--- config.mk ---
export PLATFORM = sky130hd
export DESIGN_NAME = cccr_regs
export DESIGN_NICKNAME = d
export VERILOG_FILES = /design/src/cccr_pkg.sv /design/src/cccr_field_if.sv /design/src/cccr_impl_field.sv /design/src/cccr_regs.sv
export SDC_FILE = /design/constraint.sdc
export NUM_CORES = 1
export LEC_CHECK = 0
export BUFFER_PORTS_ARGS = -buffer_cell sky130_fd_sc_hd__buf_2
export CORE_MARGIN = 3
export CORE_UTILIZATION = 30
export CTS_BUF_LIST = sky130_fd_sc_hd__clkbuf_8
export DETAILED_ROUTE_END_ITERATION = 8
export HOLD_SLACK_MARGIN = 0.12
export PLACE_DENSITY = 0.77
export SYNTH_ARGS = -nofsm -noshare
export SYNTH_HDL_FRONTEND = slang
export SYNTH_SLANG_ARGS = --single-unit
export TNS_END_PERCENT = 30
--- constraint.sdc ---
create_clock -name core_clk -period 0.8 [get_ports core_clk]
set_input_delay 0 -clock core_clk [delete_from_list [all_inputs] [get_ports core_clk]]
set_output_delay 0 -clock core_clk [all_outputs]
set_load 0.005 [all_outputs]
--- src/cccr_pkg.sv ---
// Package for the cache and capability configuration register pair.
// Assumes a single core clock domain and coprocessor-style move access.
package cccr_pkg;

    // ------------------------------------------------------------
    // Register selects on the coprocessor move port
    // ------------------------------------------------------------
    localparam logic [4:0] CCCR_REG_NUM      = 5'h10;  // Config register group
    localparam logic [2:0] CCCR_SEL_HIER     = 3'h2;   // cache_hierarchy_config
    localparam logic [2:0] CCCR_SEL_EXT      = 3'h3;   // extended_capability_config

    // ------------------------------------------------------------
    // cache_hierarchy_config field positions
    // ------------------------------------------------------------
    localparam int HIER_MORE_BIT  = 31;  // Next register present flag
    localparam int HIER_TU_LSB    = 28;  // Tertiary impl bits (3 wide)
    localparam int HIER_TS_LSB    = 24;  // Tertiary sets per way
    localparam int HIER_TL_LSB    = 20;  // Tertiary line size
    localparam int HIER_TA_LSB    = 16;  // Tertiary associativity
    localparam int HIER_SU_LSB    = 12;  // Secondary impl bits
    localparam int HIER_SS_LSB    = 8;   // Secondary sets per way
    localparam int HIER_SL_LSB    = 4;   // Secondary line size
    localparam int HIER_SA_LSB    = 0;   // Secondary associativity

    // ------------------------------------------------------------
    // extended_capability_config field positions
    // ------------------------------------------------------------
    localparam int EXT_MORE_BIT   = 31;
    localparam int EXT_DSP_BIT    = 10;
    localparam int EXT_LPA_BIT    = 7;
    localparam int EXT_EIC_BIT    = 6;
    localparam int EXT_VECTORED_IRQ_PRESENT_BIT   = 5;
    localparam int EXT_SP_BIT     = 4;
    localparam int EXT_MT_BIT     = 2;
    localparam int EXT_SM_BIT     = 1;
    localparam int EXT_TRACE_BIT  = 0;

    // Only these bits may ever be one in the capability register
    localparam logic [31:0] EXT_DEFINED_MASK = 32'h0000_04f7;
    // Bits forced low on a first-release implementation
    localparam logic [31:0] EXT_REL2_MASK    = 32'h0000_00f0;

    // ------------------------------------------------------------
    // Encoding limits
    // ------------------------------------------------------------
    localparam logic [3:0] CODE_MAX_VALID = 4'h7;  // 8..15 reserved
    localparam logic [3:0] SU_RESET       = 4'h0;  // Impl field after reset

endpackage

--- src/cccr_field_if.sv ---
// Interface carrying the secondary implementation field between modules.
// Assumes both ends are in the core clock domain.
`timescale 1ns/1ns
interface cccr_field_if;
    logic       wrEn;    // Write strobe for the field
    logic [3:0] wrData;  // Value to store
    logic [3:0] rdData;  // Stored value, from a flip-flop

    modport owner (input wrEn, input wrData, output rdData);
    modport user  (output wrEn, output wrData, input rdData);
endinterface

--- src/cccr_impl_field.sv ---
// Secondary-cache implementation-specific field storage.
// Assumes writes arrive as one-cycle strobes from the register bank.
`timescale 1ns/1ns
module cccr_impl_field
    import cccr_pkg::*;
#(
    parameter bit IMPLEMENTED = 1'b1  // Field exists in this build
) (
    input  wire logic   core_clk,
    input  wire logic   resetn,
    input  wire logic   clkEn,
    cccr_field_if.owner fld
);
    // ------------------------------------------------------------
    // Storage
    // ------------------------------------------------------------
    logic [3:0] field_q;  // Stored bits
    logic [3:0] field_d;  // Next value

    // Absent field drops writes and stays zero
    always_comb begin
        field_d = field_q;
        if (fld.wrEn && IMPLEMENTED) begin
            field_d = fld.wrData;
        end
    end

    always_ff @(posedge core_clk or negedge resetn) begin
        if (!resetn) begin
            field_q <= SU_RESET;
        end else if (clkEn) begin
            field_q <= field_d;
        end
    end

    assign fld.rdData = IMPLEMENTED ? field_q : 4'h0;
endmodule

--- src/cccr_regs.sv ---
// Cache hierarchy and extended capability configuration register bank.
// Assumes the core issues coprocessor move reads and writes as one-cycle
// strobes with register number and select, all synchronous to core_clk.
`timescale 1ns/1ns

module cccr_regs
    import cccr_pkg::*;
#(
    parameter logic [3:0] TS_CODE      = 4'h0,  // Tertiary sets code
    parameter logic [3:0] TL_CODE      = 4'h0,  // Tertiary line code, 0 = none
    parameter logic [3:0] TA_CODE      = 4'h0,  // Tertiary associativity
    parameter logic [3:0] SS_CODE      = 4'h2,  // Secondary sets code
    parameter logic [3:0] SL_CODE      = 4'h5,  // Secondary line code
    parameter logic [3:0] SA_CODE      = 4'h3,  // Secondary associativity
    parameter bit         SU_PRESENT   = 1'b1,  // Impl field exists
    parameter bit         RELEASE2     = 1'b1,  // Second architecture release
    parameter bit         HAS_DSP      = 1'b0,
    parameter bit         HAS_LPA      = 1'b0,
    parameter bit         HAS_EIC      = 1'b0,  // Mode supported and attached
    parameter bit         HAS_VECTORED_IRQ_PRESENT     = 1'b1,
    parameter bit         HAS_SP       = 1'b0,
    parameter bit         HAS_MT       = 1'b0,
    parameter bit         HAS_SM       = 1'b0,
    parameter bit         HAS_TRACE    = 1'b0
) (
    input  wire logic        core_clk,
    input  wire logic        resetn,
    input  wire logic        clkEn,
    input  wire logic        moveRd,
    input  wire logic        moveWr,
    input  wire logic [4:0]  moveRegNum,
    input  wire logic [2:0]  moveSel,
    input  wire logic [31:0] moveWrData,
    output logic      [31:0] moveRdData,
    output logic             moveRdValid,
    output logic             moveHit
);
    // ------------------------------------------------------------
    // Decode helpers
    // ------------------------------------------------------------

    // Clamp reserved codes to zero so a bad preset never leaks
    function automatic logic [3:0] validCode(input logic [3:0] c);
        return (c > CODE_MAX_VALID) ? 4'h0 : c;
    endfunction

    // Register select match, used by read and write paths
    function automatic logic selIs(input logic [4:0] r, input logic [2:0] s,
                                   input logic [2:0] want);
        return (r == CCCR_REG_NUM) && (s == want);
    endfunction

    // ------------------------------------------------------------
    // Field carrier to the implementation-field store
    // ------------------------------------------------------------
    cccr_field_if suBus ();

    logic hierSel;  // Access targets hierarchy register
    logic extSel;   // Access targets capability register

    assign hierSel = selIs(moveRegNum, moveSel, CCCR_SEL_HIER);
    assign extSel  = selIs(moveRegNum, moveSel, CCCR_SEL_EXT);
    assign moveHit = hierSel | extSel;

    // Only the impl bits ever take a write; all else is preset
    assign suBus.wrEn   = moveWr && hierSel;
    assign suBus.wrData = moveWrData[HIER_SU_LSB +: 4];

    cccr_impl_field #(
        .IMPLEMENTED (SU_PRESENT)
    ) u_su (
        .core_clk (core_clk),
        .resetn   (resetn),
        .clkEn    (clkEn),
        .fld      (suBus)
    );

    // ------------------------------------------------------------
    // Preset images
    // ------------------------------------------------------------
    logic [31:0] hierImage;  // Hierarchy register as read
    logic [31:0] extImage;   // Capability register as read
    logic [31:0] extRaw;     // Capability before release masking

    // Tertiary impl bits unimplemented; no further register flag
    always_comb begin
        hierImage = 32'h0;
        hierImage[HIER_TS_LSB +: 4] = validCode(TS_CODE);
        hierImage[HIER_TL_LSB +: 4] = validCode(TL_CODE);
        hierImage[HIER_TA_LSB +: 4] = validCode(TA_CODE);
        hierImage[HIER_SU_LSB +: 4] = suBus.rdData;
        hierImage[HIER_SS_LSB +: 4] = validCode(SS_CODE);
        hierImage[HIER_SL_LSB +: 4] = validCode(SL_CODE);
        hierImage[HIER_SA_LSB +: 4] = validCode(SA_CODE);
    end

    // Capability flags straight from presets
    always_comb begin
        extRaw = 32'h0;
        extRaw[EXT_DSP_BIT]   = HAS_DSP;
        extRaw[EXT_LPA_BIT]   = HAS_LPA;
        extRaw[EXT_EIC_BIT]   = HAS_EIC;
        extRaw[EXT_VECTORED_IRQ_PRESENT_BIT]  = HAS_VECTORED_IRQ_PRESENT;
        extRaw[EXT_SP_BIT]    = HAS_SP;
        extRaw[EXT_MT_BIT]    = HAS_MT;
        extRaw[EXT_SM_BIT]    = HAS_SM;
        extRaw[EXT_TRACE_BIT] = HAS_TRACE;
    end

    // Reserved and more-flag bits masked; release 1 drops four flags
    assign extImage = extRaw & EXT_DEFINED_MASK
                      & (RELEASE2 ? 32'hffff_ffff : ~EXT_REL2_MASK);

    // ------------------------------------------------------------
    // Read data register
    // ------------------------------------------------------------
    logic [31:0] rdData_q;
    logic [31:0] rdData_d;
    logic        rdValid_q;
    logic        rdValid_d;

    // Unmapped selects read zero; writes to capability ignored
    always_comb begin
        rdData_d  = rdData_q;
        rdValid_d = 1'b0;
        if (moveRd) begin
            rdValid_d = 1'b1;
            if (hierSel) begin
                rdData_d = hierImage;
            end else if (extSel) begin
                rdData_d = extImage;
            end else begin
                rdData_d = 32'h0;
            end
        end
    end

    always_ff @(posedge core_clk or negedge resetn) begin
        if (!resetn) begin
            rdData_q  <= 32'h0;
            rdValid_q <= 1'b0;
        end else if (clkEn) begin
            rdData_q  <= rdData_d;
            rdValid_q <= rdValid_d;
        end
    end

    assign moveRdData  = rdData_q;
    assign moveRdValid = rdValid_q;

    // Codes as software must read them; reserved presets read zero
    localparam logic [3:0] TS_RD = (TS_CODE > CODE_MAX_VALID) ? 4'h0 : TS_CODE;
    localparam logic [3:0] TL_RD = (TL_CODE > CODE_MAX_VALID) ? 4'h0 : TL_CODE;
    localparam logic [3:0] TA_RD = (TA_CODE > CODE_MAX_VALID) ? 4'h0 : TA_CODE;
    localparam logic [3:0] SS_RD = (SS_CODE > CODE_MAX_VALID) ? 4'h0 : SS_CODE;
    localparam logic [3:0] SL_RD = (SL_CODE > CODE_MAX_VALID) ? 4'h0 : SL_CODE;
    localparam logic [3:0] SA_RD = (SA_CODE > CODE_MAX_VALID) ? 4'h0 : SA_CODE;

    // Capability word built bit by bit, independent of the image logic
    localparam logic [31:0] EXT_EXPECT = {21'h0, HAS_DSP, 2'b00,
        HAS_LPA & RELEASE2, HAS_EIC & RELEASE2, HAS_VECTORED_IRQ_PRESENT & RELEASE2, HAS_SP & RELEASE2,
        1'b0, HAS_MT, HAS_SM, HAS_TRACE};
endmodule

==> flow_summary_export.csv, run 1 <==
group,metric,value,unit
synthesis,netlist_area,675.6,µm²
final_layout,utilization,45.96,%
outcome,violations,"negative setup slack",
floorplanning,core,0.002042,mm²
drt,wl_per_cell,9.346,µm
critical_path,reg2reg_slack,-0.02,ns
critical_path,cp.required,0.92,ns
power_and_ir_drop,peakVddDrop,0.5822,mV
global_route,grt_use_met2,16.73,%
outcome,status,"complete, but fails checks",
hold_path,hp-class,"in2reg",
clock_tree,cts_tree,"built",
sta,layout_setup_ws,-0.3501,ns
sta,max_freq,869.5,MHz
drt,vias,547,
drt,avgViaCountPerCell,4.022,
clock_tree,clock_sinks,11,
global_route,grt.met3_usage,3.662,%
power_and_ir_drop,p_per_area,1374,mW/mm²
power_and_ir_drop,switchingPower,290.6,µW
critical_path,cp.arrival,1.27,ns
power_and_ir_drop,p_leak,0.5224,nW
final_layout,diodes,0,
power_and_ir_drop,seq_power_share,44.5,%
global_route,grt_antenna_before_repair,0,
global_route,first_global_vias,495,
synthesis,synth_cell_types,15,
synthesis,netlist_instances,69,
critical_path,critPathMaxFanout,3,
final_layout,syn_to_final_growth,38.89,%
global_route,gr-total-overflow,0,
power_and_ir_drop,pwr-share-comb,13.3,%
final_layout,multi_input_area,314.1,µm²
power_and_ir_drop,swShare,22.54,%
drt,drt_iter0_drc,3,
clock_tree,clk_pin_slew,0.05,ns
floorplanning,die_x,53.46,µm
drt,ant_nets,0,
clock_tree,cts_max_path_buffers,2,
placed_design,placed_cell_area,763.2,µm²
floorplanning,initial_utilization,33.09,%
job,drv_cap,0,
synthesis,yosysWarnings,0,
floorplanning,row_count,16,
global_route,grt-busiest-layer,"met2",
floorplanning,die_y,53.46,µm
sta,finalSetupViolCount,11,
global_route,grt_max_degree,12,
floorplanning,ios,79,
final_layout,finalInstanceArea,938.4,µm²
global_route,use_met1,12.65,%
sta,rsz0062_at_grt,"yes",
critical_path,cp-end-kind,"flop",
synthesis,postSynthAreaPerCell,9.792,µm²
final_layout,nNetsFinal,155,
sta,finalCriticalPeriod,1.150,ns
placed_design,io_buffer_count,28,
global_route,grt_first_pass_wirelength,2.152,mm
clock_tree,cts-buffers-inserted,3,
power_and_ir_drop,p_int,998.9,µW
clock_tree,cts_max_level,1,
drt,routed_wl,1.271,mm
sta,post-route-period-util,143.8,%
floorplanning,dieArea,0.002857,mm²
critical_path,critical_path_class,"in2reg",
final_layout,fillCellCount,208,
sta,hold_viol,0,
clock_tree,cts_root_buf,"clkbuf_8",
sta,drv_slew,0,
critical_path,startpoint_type,"input port",
clock_tree,clock_latency,0.24,ns
synthesis,yosysSeqAreaShare,40.74,%
power_and_ir_drop,p_clk_share,42.2,%
global_route,grt.total_usage,10.43,%
synthesis,ys_ff_latch,11,
final_layout,drive_gt1_share,45.87,%
drt,drc,0,
placed_design,routabilityCongestion,0.7189,
drt,firstDrtPassIters,3,
final_layout,final-seq-area,275.3,µm²
sta,skew,0.004262,ns
-- logic make-up (layout without fill, tap and decap cells) --
kind of cell	Yosys count	after routing	synth area share (%)
AO/OA/AOI/OAI	7	7	5.741
buffers and inverters	27	46	29.44
flip-flops	11	11	40.74
multiplexers	4	4	6.666
other	1	22	0.5550
AND/OR/NAND/NOR	19	19	16.85
-- power by group through the flow --
stage          clock, mW  sequential (mW)  combinational [mW]
2_1_floorplan          0            0.582               0.131
3_3_place_gp           0            0.582               0.129
3_5_place_dp           0            0.582               0.132
4_1_cts            0.560            0.573               0.166
5_1_grt            0.601            0.575               0.200
6_report           0.544            0.573               0.172
-- what timing repair did --
action / CTS / global route
pin swaps: 5 / 2
hold buffers: 6 / 0
gates resized for setup: 11 / 5
setup buffers: 3 / 0
setup endpoints to repair: 11 / 17
hold endpoints to repair: 16 / 0
-- critical path, stage by stage --
cell and delay (ns):
buf_6 0.09, or4_4 0.54, nor4_4 0.16, buf_4 0.18, mux2_4 0.30
-- sequential cells by signal, indices dropped and copies added, names as in the netlist --
register and flops:
u_su.fld.rdData 4, moveRdData 6, moveRdValid 1
-- cell usage in the layout (no fill, tap or decap) --
cell type / netlist / routed
nor4_4: 1 / 1
dfrtp_1: 11 / 11
clkbuf_8: 0 / 3
and2_1: 2 / 2
dlygate4sd3_1: 0 / 6
nand2b_4: 0 / 1
nor4bb_1: 1 / 1
nand3b_1: 1 / 1
nor2_1: 1 / 1
buf_6: 0 / 2
o21ai_2: 0 / 3
clkinv_2: 0 / 1
nand2_1: 11 / 11
or4_4: 1 / 1
o21ai_1: 0 / 3
inv_1: 1 / 1
buf_4: 26 / 7
conb_1: 1 / 22
buf_2: 0 / 26
mux2_4: 0 / 4
a31o_2: 1 / 1
-- cell type report --
type | instances | area share (%)
clock buffer | 3 | 4.400
clock inverter | 1 | 0.5333
inverter | 1 | 0.4000
multi-input combinational | 52 | 33.47
sequential | 11 | 29.33
tap | 27 | 3.600
timing repair buffer | 41 | 28.27
-- per-layer routing --
metal | vias up | wire length, µm
met1 | 247 | 461
met4 | 0 | 0
met5 | - | 0
met2 | 40 | 614
li1 | 260 | -
met3 | 0 | 195
-- stage by stage --
stage          power (mW)  instances  TNS, ns  setup slack [ns]  hold WS (ns)
5_1_grt             1.375        136   -2.662           -0.3687        0.1742
2_1_floorplan      0.7130         90   -3.236           -0.5717       -0.2956
4_1_cts             1.299        136   -2.764           -0.4719        0.1483
3_3_place_gp       0.7111        123   -4.833           -0.7002       -0.1286
6_report            1.290        136   -2.289           -0.3501        0.1532
3_5_place_dp       0.7142        123   -5.201           -0.7566       -0.1274
-- synth_stat cells --
master	count	area share [%]
dfrtp_1	11	41
buf_4	26	29
inv_1	1	0.56
nand3b_1	1	1.1
conb_1	1	0.56
nand2_1	11	6.1
or4_4	1	1.7
mux2_2	4	6.7
nor4_4	1	3.1
and2_1	2	1.9
nand2b_1	1	0.93
a31o_2	1	1.3
nor4bb_1	1	1.5
nor2_1	1	0.56
o21ai_0	6	4.4
-- final timing paths --
path                                start                  to  depth (start not counted)
min in group asynchronous          resetn      moveRdData[14]                          2
max                         moveRegNum[3]  u_su.fld.rdData[1]                          5
min reg2reg                moveRdData[14]      moveRdData[14]                          2
min                            moveSel[0]       moveRdData[5]                          3
max in group asynchronous          resetn       moveRdData[5]                          2
max reg2reg                 moveRdData[5]       moveRdData[5]                          2
No activity file was read; power rests on OpenSTA's default activity.
==> run 2: changes to the inputs <==
--- a/config.mk
+++ b/config.mk
@@ -6,6 +6,7 @@
 export NUM_CORES = 1
 export LEC_CHECK = 0
 export BUFFER_PORTS_ARGS = -buffer_cell sky130_fd_sc_hd__buf_2
+export CORE_ASPECT_RATIO = 1.2
 export CORE_MARGIN = 3
 export CORE_UTILIZATION = 30
 export CTS_BUF_LIST = sky130_fd_sc_hd__clkbuf_8
==> flow_summary_export.csv, run 2 (synthesis results as in run 1) <==
group,metric,value,unit
final_layout,utilization,45.16,%
final_layout,diodes,0,
global_route,gr-total-overflow,0,
sta,layout_setup_ws,-0.3422,ns
placed_design,place_inst,127,
critical_path,worst-path-buf-inv,2,
sta,relSlewSlack,67.39,%
sta,setup_tns,-3.125,ns
sta,rsz0062_at_grt,"yes",
critical_path,critPathMaxFanout,4,
sta,finalCriticalPeriod,1.142,ns
floorplanning,ios,79,
critical_path,startpoint_type,"input port",
drt,routed_wl,1.358,mm
clock_tree,clock_latency,0.23,ns
hold_path,hold_end,"moveRdData[14]",
job,drv_cap,0,
sta,hold_viol,0,
critical_path,slowest_stage,"or4_4",
placed_design,dpl_worst_slack,-0.7362,ns
clock_tree,cts_root_buf,"clkbuf_8",
floorplanning,row_count,18,
clock_tree,cts-buffers-inserted,3,
global_route,grt_first_pass_wirelength,2.194,mm
critical_path,cp-end-kind,"flop",
power_and_ir_drop,p_per_area,1361,mW/mm²
clock_tree,clock_sinks,11,
sta,drv_slew,0,
critical_path,cp.arrival,1.26,ns
clock_tree,clk_pin_slew,0.05,ns
final_layout,mostFrequentLayoutCells,"buf_2, conb_1, nand2_1, dfrtp_1",
power_and_ir_drop,peakVddDrop,0.5492,mV
global_route,first_global_vias,513,
placed_design,routabilityCongestion,0.6992,
outcome,violations,"negative setup slack",
critical_path,ff2ff_path_depth,2,
critical_path,cpPeakStageDelay,0.55,ns
critical_path,r2r-end,"moveRdData[5]",
drt,firstDrtPassIters,2,
floorplanning,die_x,49.32,µm
global_route,grt.total_usage,10.07,%
clock_tree,cts_max_level,1,
drt,drt_iter0_drc,14,
final_layout,fin_cells,139,
drt,ant_nets,0,
critical_path,rr_startpoint,"moveRdData[5]",
drt,wl_per_cell,9.770,µm
final_layout,layout.cells.most_common,"buf_2",
final_layout,syn_to_final_growth,40.00,%
outcome,status,"complete, but fails checks",
floorplanning,initial_utilization,32.26,%
critical_path,reg2reg_slack,-0.03,ns
sta,post-route-period-util,142.8,%
critical_path,cp.required,0.92,ns
hold_path,hp-class,"in2reg",
critical_path,path_delay_family,"simple AND/OR/NAND/NOR gates",
floorplanning,dieArea,0.002860,mm²
hold_path,whs_path_depth,4,
sta,skew,0.0001877,ns
critical_path,critical_path_class,"in2reg",
global_route,grt_antenna_before_repair,0,
sta,finalSetupViolCount,12,
final_layout,nNetsFinal,155,
final_layout,drive_gt1_share,44.95,%
hold_path,hold_start,"moveSel[2]",
floorplanning,die_y,57.99,µm
global_route,grt_max_degree,12,
sta,tightest_slew,0.4825,ns
drt,vias,548,
clock_tree,cts_tree,"built",
floorplanning,core,0.002095,mm²
drt,drc,0,
drt,avgViaCountPerCell,3.942,
placed_design,io_buffer_count,28,
clock_tree,cts_max_path_buffers,2,
critical_path,worstPathCellList,"buf_6, or4_4, nor4_4, buf_4, mux2_4",
power_and_ir_drop,p_leak,0.5192,nW
final_layout,largest_reg_flops,6,
placed_design,dp_hpwl,1.083,mm
sta,max_freq,875.5,MHz
==> run 2: power breakdown <==
group | leakage (nW) | internal (mW) | switching, mW | total (mW)
Clock | 0.0269 | 0.336 | 0.205 | 0.541
Sequential | 0.150 | 0.568 | 0.00508 | 0.573
Combinational | 0.342 | 0.0892 | 0.0838 | 0.173
Total | 0.519 | 0.994 | 0.293 | 1.29
==> run 2: stage by stage <==
| step | hold slack [ns] | power (mW) | cell area, µm² |
|---|---|---|---|
| floorplan | -0.2956 | 0.7130 | 754.5 |
| global placement | -0.1289 | 0.7100 | 774.5 |
| detailed placement | -0.1209 | 0.7124 | 774.5 |
| CTS | 0.1010 | 1.288 | 919.6 |
| global route | 0.1315 | 1.353 | 945.9 |
| finish | 0.1041 | 1.287 | 945.9 |
==> run 2: per-layer routing <==
layer  track usage, %  routed length, µm  vias up
li1                 -                  -      258
met1            10.05                461      249
met5                0                  0        -
met3            4.627                185        2
met2            17.62                691       39
met4            4.878                 21        0
==> run 2: cell type report <==
cell class,instances,area [µm²]
fillers,204,1149
clock inverters,1,3.754
well taps,30,37.54
flip-flops and latches,11,276.5
clock buffers,3,41.29
repair buffers,41,269.0
inverters,1,3.754
multi-input cells,52,314.1
==> run 2: how the worst max path moves through the flow <==
stage                        from                  to  slack [ns]  cells after the start
detailed placement  moveRegNum[3]  u_su.fld.rdData[2]       -0.74                      4
global route        moveRegNum[3]  u_su.fld.rdData[1]       -0.39                      5
CTS                 moveRegNum[0]  u_su.fld.rdData[3]       -0.46                      5
floorplan           moveRegNum[3]  u_su.fld.rdData[0]       -0.57                      3
finish              moveRegNum[3]  u_su.fld.rdData[3]       -0.34                      5
global placement    moveRegNum[3]  u_su.fld.rdData[2]       -0.70                      4
==> run 2: what timing repair did <==
action / in CTS / in global routing
pin swaps: 5 / 2
endpoints found under the hold margin: 20 / 0
buffers inserted: 1 / 1
resized for setup: 12 / 6
setup endpoints to repair: 17 / 18
hold buffers: 6 / 0
==> run 2: tightest hold or removal path: cells and delay by family <==
kind                   cells  cell delay [ns]
AND/OR/NAND/NOR            2             0.16
AO/OA/AOI/OAI              1             0.06
buffers and inverters      1             0.08
